$ cat src/cfs_consts.vh
`ifndef CFS_CONSTS_VH
`define CFS_CONSTS_VH
// ----------------------------------------
// Register offsets (byte addresses)
// ----------------------------------------
`define CFS_OFS_CTRL 8'h00
`define CFS_OFS_CMD 8'h04
`define CFS_OFS_OPND 8'h08
`define CFS_OFS_PC 8'h0C
`define CFS_OFS_FLAGS 8'h10
`define CFS_OFS_SP 8'h14
`define CFS_OFS_SRC 8'h18
`define CFS_OFS_DST 8'h1C
`define CFS_OFS_CNT 8'h20
`define CFS_OFS_STAT 8'h24
`define CFS_OFS_REGOUT 8'h28
// ----------------------------------------
// Command codes (CMD bits 4:0), condition in CMD bits 11:8
// ----------------------------------------
`define CFS_OP_NOP 5'h00
`define CFS_OP_BCC 5'h01
`define CFS_OP_JMP 5'h02
`define CFS_OP_BSR 5'h03
`define CFS_OP_JSR 5'h04
`define CFS_OP_RTS 5'h05
`define CFS_OP_RTE 5'h06
`define CFS_OP_SLEEP 5'h07
`define CFS_OP_LDCI 5'h08
`define CFS_OP_LDCR 5'h09
`define CFS_OP_STC 5'h0A
`define CFS_OP_FLAGS_AND_IMM 5'h0B
`define CFS_OP_ORC 5'h0C
`define CFS_OP_FLAGS_XOR_IMM 5'h0D
`define CFS_OP_MOVE 5'h0E
`define CFS_OP_IRQ 5'h0F
// ----------------------------------------
// Flag bit positions in the condition code register
// ----------------------------------------
`define CFS_F_C 0
`define CFS_F_V 1
`define CFS_F_Z 2
`define CFS_F_N 3
`define CFS_F_I 7
// ----------------------------------------
// Control field positions and reset values
// ----------------------------------------
`define CFS_CTRL_SUB 0
`define CFS_CTRL_HALT_LSB 4
`define CFS_RST_PC 16'h0000
`define CFS_RST_FLAGS 8'h80
`define CFS_RST_SP 16'hFF80
// ----------------------------------------
// Bus cycle lengths in states
// ----------------------------------------
`define CFS_MEM_STATES 2'd2
`define CFS_IO2_STATES 2'd2
`define CFS_IO3_STATES 2'd3
`endif

$ cat src/cfs_core.v
// Added by the designer: the Wishbone slave port and the register offsets.
`timescale 1ns/100ps
`include "cfs_consts.vh"

// Summary of operation
// - Conditional branch jumps on its flag condition, else falls through.
// - Subroutine return pops program counter and resumes there.
// - Exception return pops flags and program counter, leaving the handler.
// - Sleep moves the core into the selected power-down mode.
// - Load flags writes immediate or register byte into condition codes.
// - Store flags copies condition codes into a general register.
// - Flag logic ANDs, ORs or XORs condition codes with immediate.
// - No operation only advances program counter by two.
// - Block move copies bytes while count nonzero, incrementing both pointers.
// - Next command starts only after the block move completes.
// - One state is one rising edge of the active clock.
// - Bus cycles last two or three states depending on target.
// - Memory accesses take two states over sixteen bits, byte or word.
// - Peripheral accesses are byte-only; a word becomes two byte accesses.
// - Four top states: reset, execution, halt, exception handling.
// - Execution runs on system clock or on subclock in subactive mode.
// - Halt offers sleep, standby, watch and sub-sleep modes.
// - Exception handling is transient, entered on reset, interrupt or wake from halt.
// - Interrupt pushes program counter and flags using the stack pointer.
module cfs_core #(
   parameter AW = 16,
   parameter DW = 16
) (
   // System
   input wire clk_i,
   input wire rst_i,
   // Wishbone slave
   input wire cyc_i,
   input wire stb_i,
   input wire we_i,
   input wire [7:0] adr_i,
   input wire [3:0] sel_i,
   input wire [31:0] dat_i,
   output reg [31:0] dat_o,
   output reg ack_o,
   // Internal memory / peripheral bus
   output reg mreq_o,
   output reg mwe_o,
   output reg mword_o,
   output reg [AW-1:0] madr_o,
   output reg [DW-1:0] mdat_o,
   input wire [DW-1:0] mdat_i,
   input wire mio_i,
   input wire mslow_i,
   // Clocking and state
   output reg sub_clk_sel_o,
   output reg [1:0] top_state_o,
   output reg [1:0] halt_mode_o,
   input wire wake_i
);

// ----------------------------------------
// States
// ----------------------------------------
localparam S_RESET = 2'd0;
localparam S_EXEC = 2'd1;
localparam S_HALT = 2'd2;
localparam S_EXCP = 2'd3;

localparam P_IDLE = 4'd0;
localparam P_WR = 4'd1;
localparam P_RD = 4'd2;
localparam P_WAIT = 4'd3;
localparam P_DONE = 4'd4;

reg [15:0] pc_r;
reg [7:0] ccr_r;
reg [15:0] sp_r;
reg [15:0] src_r;
reg [15:0] dst_r;
reg [7:0] cnt_r;
reg [7:0] regout_r;
reg [31:0] cmd_r;
reg [15:0] opnd_r;
reg [7:0] ctrl_r;
reg busy_r;
reg [1:0] top_r;
reg [3:0] ph_r;
reg [3:0] step_r;
reg [1:0] bcnt_r;
reg [1:0] blen_r;
reg [15:0] rdat_r;
reg bhalf_r;

wire [4:0] op = cmd_r[4:0];
wire [3:0] cc = cmd_r[11:8];
wire fc = ccr_r[`CFS_F_C];
wire fv = ccr_r[`CFS_F_V];
wire fz = ccr_r[`CFS_F_Z];
wire fn = ccr_r[`CFS_F_N];
// The target class is taken while the address is on the bus, never at launch.
wire [1:0] len_now = mio_i ? (mslow_i ? `CFS_IO3_STATES : `CFS_IO2_STATES) : `CFS_MEM_STATES;
reg take;

// ----------------------------------------
// Branch condition
// ----------------------------------------
always @* begin
   case (cc)
      4'h0: take = 1'b1;
      4'h1: take = 1'b0;
      4'h2: take = ~(fc | fz);
      4'h3: take = fc | fz;
      4'h4: take = ~fc;
      4'h5: take = fc;
      4'h6: take = ~fz;
      4'h7: take = fz;
      4'h8: take = ~fv;
      4'h9: take = fv;
      4'hA: take = ~fn;
      4'hB: take = fn;
      4'hC: take = ~(fn ^ fv);
      4'hD: take = fn ^ fv;
      4'hE: take = ~(fz | (fn ^ fv));
      default: take = fz | (fn ^ fv);
   endcase
end

// ----------------------------------------
// Wishbone slave, answers one cycle after the request
// ----------------------------------------
wire wb_req = cyc_i & stb_i & ~ack_o;
wire wb_wr = wb_req & we_i;
wire start = wb_wr & (adr_i == `CFS_OFS_CMD) & sel_i[0] & ~busy_r & (top_r != S_RESET);

always @(posedge clk_i) begin
   if (rst_i) begin
      ack_o <= 1'b0;
      dat_o <= 32'h0000_0000;
   end else begin
      ack_o <= wb_req;
      dat_o <= 32'h0000_0000;
      if (wb_req & ~we_i) begin
         case (adr_i)
            `CFS_OFS_CTRL: dat_o <= {24'h00_0000, ctrl_r};
            `CFS_OFS_CMD: dat_o <= cmd_r;
            `CFS_OFS_OPND: dat_o <= {16'h0000, opnd_r};
            `CFS_OFS_PC: dat_o <= {16'h0000, pc_r};
            `CFS_OFS_FLAGS: dat_o <= {24'h00_0000, ccr_r};
            `CFS_OFS_SP: dat_o <= {16'h0000, sp_r};
            `CFS_OFS_SRC: dat_o <= {16'h0000, src_r};
            `CFS_OFS_DST: dat_o <= {16'h0000, dst_r};
            `CFS_OFS_CNT: dat_o <= {24'h00_0000, cnt_r};
            `CFS_OFS_STAT: dat_o <= {26'h0, halt_mode_o, top_r, 1'b0, busy_r};
            `CFS_OFS_REGOUT: dat_o <= {24'h00_0000, regout_r};
            default: dat_o <= 32'h0000_0000;
         endcase
      end
   end
end

// ----------------------------------------
// Execution engine
// ----------------------------------------
// A bus access lasts blen_r states; peripheral targets are byte only, so a
// word there is split into two byte accesses; a read fills the high byte first, a write sends the low byte in both.
always @(posedge clk_i) begin
   if (rst_i) begin
      pc_r <= `CFS_RST_PC;
      ccr_r <= `CFS_RST_FLAGS;
      sp_r <= `CFS_RST_SP;
      src_r <= 16'h0000;
      dst_r <= 16'h0000;
      cnt_r <= 8'h00;
      regout_r <= 8'h00;
      cmd_r <= 32'h0000_0000;
      opnd_r <= 16'h0000;
      ctrl_r <= 8'h00;
      busy_r <= 1'b0;
      top_r <= S_RESET;
      ph_r <= P_IDLE;
      step_r <= 4'h0;
      bcnt_r <= 2'd0;
      blen_r <= 2'd0;
      rdat_r <= 16'h0000;
      bhalf_r <= 1'b0;
      mreq_o <= 1'b0;
      mwe_o <= 1'b0;
      mword_o <= 1'b0;
      madr_o <= {AW{1'b0}};
      mdat_o <= {DW{1'b0}};
      sub_clk_sel_o <= 1'b0;
      halt_mode_o <= 2'd0;
   end else begin
      sub_clk_sel_o <= ctrl_r[`CFS_CTRL_SUB];
      if (top_r == S_RESET)
         top_r <= S_EXCP;
      else if (top_r == S_EXCP && !busy_r)
         top_r <= S_EXEC;
      if (top_r == S_HALT && wake_i)
         top_r <= S_EXCP;
      if (wb_wr && !busy_r) begin
         case (adr_i)
            `CFS_OFS_CTRL: ctrl_r <= dat_i[7:0];
            `CFS_OFS_OPND: opnd_r <= dat_i[15:0];
            `CFS_OFS_PC: pc_r <= dat_i[15:0];
            `CFS_OFS_FLAGS: ccr_r <= dat_i[7:0];
            `CFS_OFS_SP: sp_r <= dat_i[15:0];
            `CFS_OFS_SRC: src_r <= dat_i[15:0];
            `CFS_OFS_DST: dst_r <= dat_i[15:0];
            `CFS_OFS_CNT: cnt_r <= dat_i[7:0];
            default: ;
         endcase
      end
      if (start) begin
         cmd_r <= dat_i;
         busy_r <= 1'b1;
         step_r <= 4'h0;
         ph_r <= P_IDLE;
      end
      if (busy_r) begin
         if (ph_r == P_WAIT) begin
            bcnt_r <= bcnt_r + 2'd1;
            if (bcnt_r == 2'd0)
               blen_r <= len_now;
            if (bcnt_r + 2'd1 == blen_r) begin
               if (mio_i && mword_o && !bhalf_r) begin
                  rdat_r[15:8] <= mdat_i[7:0];
                  bhalf_r <= 1'b1;
                  madr_o <= madr_o + 16'h0001;
                  mdat_o <= {8'h00, mdat_o[7:0]};
                  bcnt_r <= 2'd0;
               end else begin
                  if (mio_i && mword_o)
                     rdat_r[7:0] <= mdat_i[7:0];
                  else
                     rdat_r <= mdat_i;
                  mreq_o <= 1'b0;
                  ph_r <= P_DONE;
               end
            end
         end else if (ph_r == P_DONE) begin
            ph_r <= P_IDLE;
            step_r <= step_r + 4'h1;
         end else begin
            case (op)
               `CFS_OP_NOP: begin
                  pc_r <= pc_r + 16'h0002;
                  busy_r <= 1'b0;
               end
               `CFS_OP_BCC: begin
                  pc_r <= take ? pc_r + 16'h0002 + opnd_r : pc_r + 16'h0002;
                  busy_r <= 1'b0;
               end
               `CFS_OP_JMP: begin
                  pc_r <= opnd_r;
                  busy_r <= 1'b0;
               end
               `CFS_OP_BSR, `CFS_OP_JSR: begin
                  if (step_r == 4'h0) begin
                     sp_r <= sp_r - 16'h0002;
                     bus_go(sp_r - 16'h0002, 1'b1, pc_r + 16'h0002);
                  end else begin
                     pc_r <= (op == `CFS_OP_BSR) ? pc_r + 16'h0002 + opnd_r : opnd_r;
                     busy_r <= 1'b0;
                  end
               end
               `CFS_OP_IRQ: begin
                  if (step_r == 4'h0) begin
                     top_r <= S_EXCP;
                     sp_r <= sp_r - 16'h0002;
                     bus_go(sp_r - 16'h0002, 1'b1, pc_r);
                  end else if (step_r == 4'h1) begin
                     sp_r <= sp_r - 16'h0002;
                     bus_go(sp_r - 16'h0002, 1'b1, {ccr_r, ccr_r});
                  end else begin
                     ccr_r[`CFS_F_I] <= 1'b1;
                     pc_r <= opnd_r;
                     busy_r <= 1'b0;
                  end
               end
               `CFS_OP_RTS: begin
                  if (step_r == 4'h0)
                     bus_go(sp_r, 1'b0, 16'h0000);
                  else begin
                     pc_r <= rdat_r;
                     sp_r <= sp_r + 16'h0002;
                     busy_r <= 1'b0;
                  end
               end
               `CFS_OP_RTE: begin
                  if (step_r == 4'h0)
                     bus_go(sp_r, 1'b0, 16'h0000);
                  else if (step_r == 4'h1) begin
                     ccr_r <= rdat_r[15:8];
                     bus_go(sp_r + 16'h0002, 1'b0, 16'h0000);
                  end else begin
                     pc_r <= rdat_r;
                     sp_r <= sp_r + 16'h0004;
                     busy_r <= 1'b0;
                  end
               end
               `CFS_OP_SLEEP: begin
                  halt_mode_o <= ctrl_r[`CFS_CTRL_HALT_LSB+1:`CFS_CTRL_HALT_LSB];
                  top_r <= S_HALT;
                  pc_r <= pc_r + 16'h0002;
                  busy_r <= 1'b0;
               end
               `CFS_OP_LDCI, `CFS_OP_LDCR: begin
                  ccr_r <= opnd_r[7:0];
                  pc_r <= pc_r + 16'h0002;
                  busy_r <= 1'b0;
               end
               `CFS_OP_STC: begin
                  regout_r <= ccr_r;
                  pc_r <= pc_r + 16'h0002;
                  busy_r <= 1'b0;
               end
               `CFS_OP_FLAGS_AND_IMM, `CFS_OP_ORC, `CFS_OP_FLAGS_XOR_IMM: begin
                  if (op == `CFS_OP_FLAGS_AND_IMM)
                     ccr_r <= ccr_r & opnd_r[7:0];
                  else if (op == `CFS_OP_ORC)
                     ccr_r <= ccr_r | opnd_r[7:0];
                  else
                     ccr_r <= ccr_r ^ opnd_r[7:0];
                  pc_r <= pc_r + 16'h0002;
                  busy_r <= 1'b0;
               end
               `CFS_OP_MOVE: begin
                  if (cnt_r == 8'h00) begin
                     pc_r <= pc_r + 16'h0004;
                     busy_r <= 1'b0;
                  end else if (step_r[0] == 1'b0) begin
                     bus_rd_byte(src_r);
                  end else begin
                     mreq_o <= 1'b1;
                     mwe_o <= 1'b1;
                     mword_o <= 1'b0;
                     madr_o <= dst_r;
                     mdat_o <= {8'h00, rdat_r[7:0]};
                     blen_r <= `CFS_MEM_STATES;
                     bcnt_r <= 2'd0;
                     bhalf_r <= 1'b0;
                     ph_r <= P_WAIT;
                     src_r <= src_r + 16'h0001;
                     dst_r <= dst_r + 16'h0001;
                     cnt_r <= cnt_r - 8'h01;
                  end
               end
               default: begin
                  pc_r <= pc_r + 16'h0002;
                  busy_r <= 1'b0;
               end
            endcase
         end
      end
   end
end

// ----------------------------------------
// Bus access launchers
// ----------------------------------------
// Launchers start at memory length; the first wait state sets the real length
// from the target class of the address then on the bus.
task bus_go;
   input [15:0] a;
   input w;
   input [15:0] d;
   begin
      mreq_o <= 1'b1;
      mwe_o <= w;
      mword_o <= 1'b1;
      madr_o <= a;
      mdat_o <= d;
      blen_r <= `CFS_MEM_STATES;
      bcnt_r <= 2'd0;
      bhalf_r <= 1'b0;
      ph_r <= P_WAIT;
   end
endtask

task bus_rd_byte;
   input [15:0] a;
   begin
      mreq_o <= 1'b1;
      mwe_o <= 1'b0;
      mword_o <= 1'b0;
      madr_o <= a;
      mdat_o <= 16'h0000;
      blen_r <= `CFS_MEM_STATES;
      bcnt_r <= 2'd0;
      bhalf_r <= 1'b0;
      ph_r <= P_WAIT;
   end
endtask

always @* begin
   top_state_o = top_r;
end

endmodule

$ cat config.mk
export PLATFORM = sky130hd
export DESIGN_NAME = cfs_core
export DESIGN_NICKNAME = d
export VERILOG_FILES = /design/src/cfs_core.v
export VERILOG_INCLUDE_DIRS = /design/src
export SDC_FILE = /design/constraint.sdc
export NUM_CORES = 1
export LEC_CHECK = 0
export BUFFER_PORTS_ARGS = -buffer_cell sky130_fd_sc_hd__buf_2
export CAP_MARGIN = 10
export CORE_MARGIN = 10
export CORE_UTILIZATION = 55
export DETAILED_ROUTE_END_ITERATION = 12
export PLACE_DENSITY = 0.85
export SYNTH_ARGS = -nofsm -noshare
export SYNTH_HDL_FRONTEND = slang
export SYNTH_SLANG_ARGS = --single-unit
$ cat constraint.sdc
create_clock -name clk_i -period 3.7 [get_ports clk_i]
set_input_delay 0.74 -clock clk_i [delete_from_list [all_inputs] [get_ports clk_i]]
set_output_delay 0.74 -clock clk_i [all_outputs]
set_load 0.01 [all_outputs]
==> impl_metrics.json <==
{
  "power_density_nw_per_um2": 317,
  "fin_ws_ps": 264,
  "core_um2": 29900,
  "drc": 0,
  "fin_crit_sh_pct": 92.9,
  "worstHoldStart": "dat_i[23]",
  "slew_headroom_pct": 25.4,
  "post_drt_wl_per_cell_um": 27.3,
  "hold_path.class": "in -> reg",
  "firstDrtPassIters": 8,
  "syn_area_um2": 16800,
  "r2r_start": "pc_r[2]$_SDFF_PP0_",
  "drv_slew": 0,
  "worstPathArrival_ps": 3930,
  "dpl_worst_slack_ps": 317,
  "wl_um": 74900,
  "dp_hpwl_um": 54200,
  "clock_latency_ps": 620,
  "ios": 141,
  "power.internal_uw": 4640,
  "drive_above_1_share_pct": 15.2,
  "cts_buffer_depth": 3,
  "r2r_cells": 11,
  "cts-buffers-inserted": 28,
  "worst_pin_slew_ps": 1110,
  "p_clk_share_pct": 52.9,
  "setup_tns_ps": 0,
  "ys_seq_area_share_pct": 29.5,
  "area_delta_synth_final_pct": 14.4,
  "synthesis.nets": 2350,
  "multi_input_area_um2": 10900,
  "place.gp.congestion": 1.08,
  "ys_ff_latch": 247,
  "critPathLaunchType": "flip-flop",
  "rrSetupSlack_ps": 260,
  "vias": 19500,
  "synthXorXnorAreaFrac_pct": 3.08,
  "htree_levels": 1,
  "fin_area_um2": 19200,
  "seqCellArea_um2": 4940,
  "die_area_um2": 37800,
  "clk_pin_slew_ps": 70,
  "r2r_end": "pc_r[14]$_SDFF_PP0_",
  "seq_power_share_pct": 43.8,
  "period_needed_ps": 3440,
  "cts_num_sinks": 247,
  "synth-compound-area-share_pct": 29.9,
  "start_util_pct": 56.1,
  "hold_path_depth": 3,
  "grt_overflow": 0,
  "synth-adder-area-share_pct": 3.70,
  "total_power_uw": 6080,
  "run_status": "finished clean",
  "ys_async_sr_fraction_pct": 0,
  "grt_max_degree": 69,
  "io_buffers": 137,
  "yosysWarnings": 0,
  "ant_nets": 0,
  "synth_edf_count": 0,
  "grt_pass1_vias": 18100,
  "via_per_inst": 7.10,
  "combPwrFrac_pct": 3.3,
  "grt_pass1_wl_um": 112000,
  "nFillCells": 2668,
  "final_core_util_pct": 64.2,
  "synth_top_family_by_area": "compound AO/OA/AOI/OAI gates",
  "critPathKind": "reg -> reg",
  "setup_violations": 0,
  "track_usage_pct": 37.1,
  "hold_viol": 0,
  "synth_cells": 2233,
  "synthFlopType": "dfxtp_1",
  "vdd_drop_max_uv": 436,
  "rsz0062_at_grt": "false",
  "cts_hold_buf": 0,
  "clockRootBuffer": "clkbuf_16",
  "skew_ps": 64.1,
  "crit_fanout": 5,
  "die_h_um": 195,
  "crit_start": "pc_r[2]$_SDFF_PP0_",
  "maxCapViolCount": 0,
  "tritoncts": "built",
  "swShare_pct": 23.6,
  "cts_setup_buffers": 0,
  "fmax_ghz": 0.291,
  "antenna_found_initial": 3,
  "rows": 63,
  "ctsResizeCount": 0,
  "cp-end-kind": "flip-flop",
  "endpoint": "pc_r[14]$_SDFF_PP0_",
  "place_area_um2": 18100,
  "die_x_um": 195,
  "yosys-mux-area-fraction_pct": 4.79,
  "syn_area_per_cell_um2": 7.50,
  "ys_types": 93,
  "worst_ep_required_time_ps": 4190,
  "yosys.area_share.simple_pct": 23.5,
  "fin_nets": 2444,
  "p_switching_uw": 1440,
  "p_leak_uw": 0.00727,
  "drtIter0Drc": 2896
}
[how the worst min path moves through the flow]
stage,endpoint,slack (ps)
detailed placement,cmd_r[21]$_SDFFE_PP0P_,440
global route,cmd_r[21]$_SDFFE_PP0P_,380
floorplan,cmd_r[16]$_SDFFE_PP0P_,430
CTS,cmd_r[23]$_SDFFE_PP0P_,380
global placement,cmd_r[16]$_SDFFE_PP0P_,440
finish,cmd_r[23]$_SDFFE_PP0P_,370
[cell usage after synthesis (all sizes together), types with 10 or more instances]
| cell | number | share of area [%] |
|---|---|---|
| o22ai | 20 | 0.83 |
| a22oi | 38 | 1.7 |
| clkbuf | 148 | 3.3 |
| a2111oi | 11 | 0.58 |
| buf | 40 | 1.2 |
| a211oi | 43 | 2.0 |
| mux2i | 69 | 4.1 |
| o21ai | 138 | 4.1 |
| nor4 | 19 | 0.87 |
| xnor2 | 35 | 1.8 |
| o211ai | 18 | 0.81 |
| a21oi | 200 | 6.0 |
| or3 | 13 | 0.49 |
| a21o | 13 | 0.58 |
| mux2 | 10 | 0.67 |
| a311oi | 15 | 0.78 |
| inv | 46 | 1.0 |
| nand2 | 283 | 6.4 |
| a22o | 12 | 0.63 |
| nor3 | 75 | 2.2 |
| a221o | 12 | 0.72 |
| dfxtp | 247 | 30 |
| and3 | 36 | 1.3 |
| a221oi | 60 | 3.1 |
| nor3b | 13 | 0.61 |
| o32ai | 12 | 0.63 |
| nand3 | 73 | 2.2 |
| ha | 48 | 3.6 |
| xor2 | 24 | 1.3 |
| and2 | 14 | 0.52 |
| nor2b | 14 | 0.52 |
| o221ai | 17 | 0.89 |
| a31oi | 37 | 1.5 |
| nand4 | 14 | 0.52 |
| nor2 | 214 | 4.9 |
| a222oi | 18 | 1.1 |
[power by group through the flow]
| stage | Clock (uW) | Sequential [uW] | Combinational (uW) |
|---|---|---|---|
| 3_5_place_dp | 0 | 2720 | 184 |
| 4_1_cts | 3210 | 2660 | 184 |
| 2_1_floorplan | 0 | 2720 | 73.1 |
| 3_3_place_gp | 0 | 2720 | 182 |
| 6_report | 3220 | 2670 | 198 |
| 5_1_grt | 3330 | 2660 | 200 |
[metal layers]
layer	GRT usage (%)	up-vias	share of wire, %
met4	26.1	6	7.8
met1	43.5	9121	36
met2	56.9	1443	43
li1	-	8527	-
met3	11.3	365	13
met5	0	-	0.059
[through the flow]
step | hold WS, ps | std cells
6_report | 367 | 2742
5_1_grt | 378 | 2739
4_1_cts | 383 | 2739
3_5_place_dp | 445 | 2687
3_3_place_gp | 438 | 2687
2_1_floorplan | 432 | 2233
[state kept, by name (all words and copies together), names as in the netlist, 4 cells and up]
| register | count |
|---|---|
| madr_o | 16 |
| ph_r | 4 |
| cmd_r | 32 |
| cnt_r | 8 |
| src_r | 16 |
| dat_o | 32 |
| sp_r | 16 |
| ctrl_r | 8 |
| rdat_r | 16 |
| dst_r | 16 |
| mdat_o | 16 |
| opnd_r | 16 |
| pc_r | 16 |
| step_r | 4 |
| ccr_r | 8 |
| regout_r | 8 |
[kinds of logic (layout without fill, tap and decap cells)]
kind of cell | Yosys count | in the layout
and+or+nand+nor | 828 | 828
AOI/OAI and AO/OA | 736 | 736
DFF | 247 | 247
buffers and inverters | 235 | 351
muxes | 79 | 79
xor gates and xnor gates | 59 | 59
adders and majority gates | 49 | 49
other | 0 | 3
[layout make-up]
class	count	share of cell area, %
diodes	3	0.0392
clock buffers	30	3.80
clock inverters	22	1.78
inverters	47	0.920
multi-input cells	1751	56.9
flip-flops and latches	247	25.8
well taps	390	2.55
repair buffers	252	8.18
[layout by cell type (no fill, tap or decap), drive strengths merged, types with 38 or more instances in the layout]
master	count
mux2i	69
a221oi	60
nor3	75
inv	49
nor2	214
nand2	283
a22oi	38
a211oi	43
a21oi	200
o21ai	138
dfxtp	247
buf	252
ha	48
nand3	73
[worst max-delay path, stage by stage, from the launching register on]
cell and delay [ps]:
dfxtp_1 490, ha_1 380, nand3_1 140, nor2_1 250
and3_1 240, nand2_1 80, xnor2_1 230, ha_1 330
and3_1 220, a221o_1 340, or3b_2 450, a41oi_1 170
(Power assumes the default switching activity.)
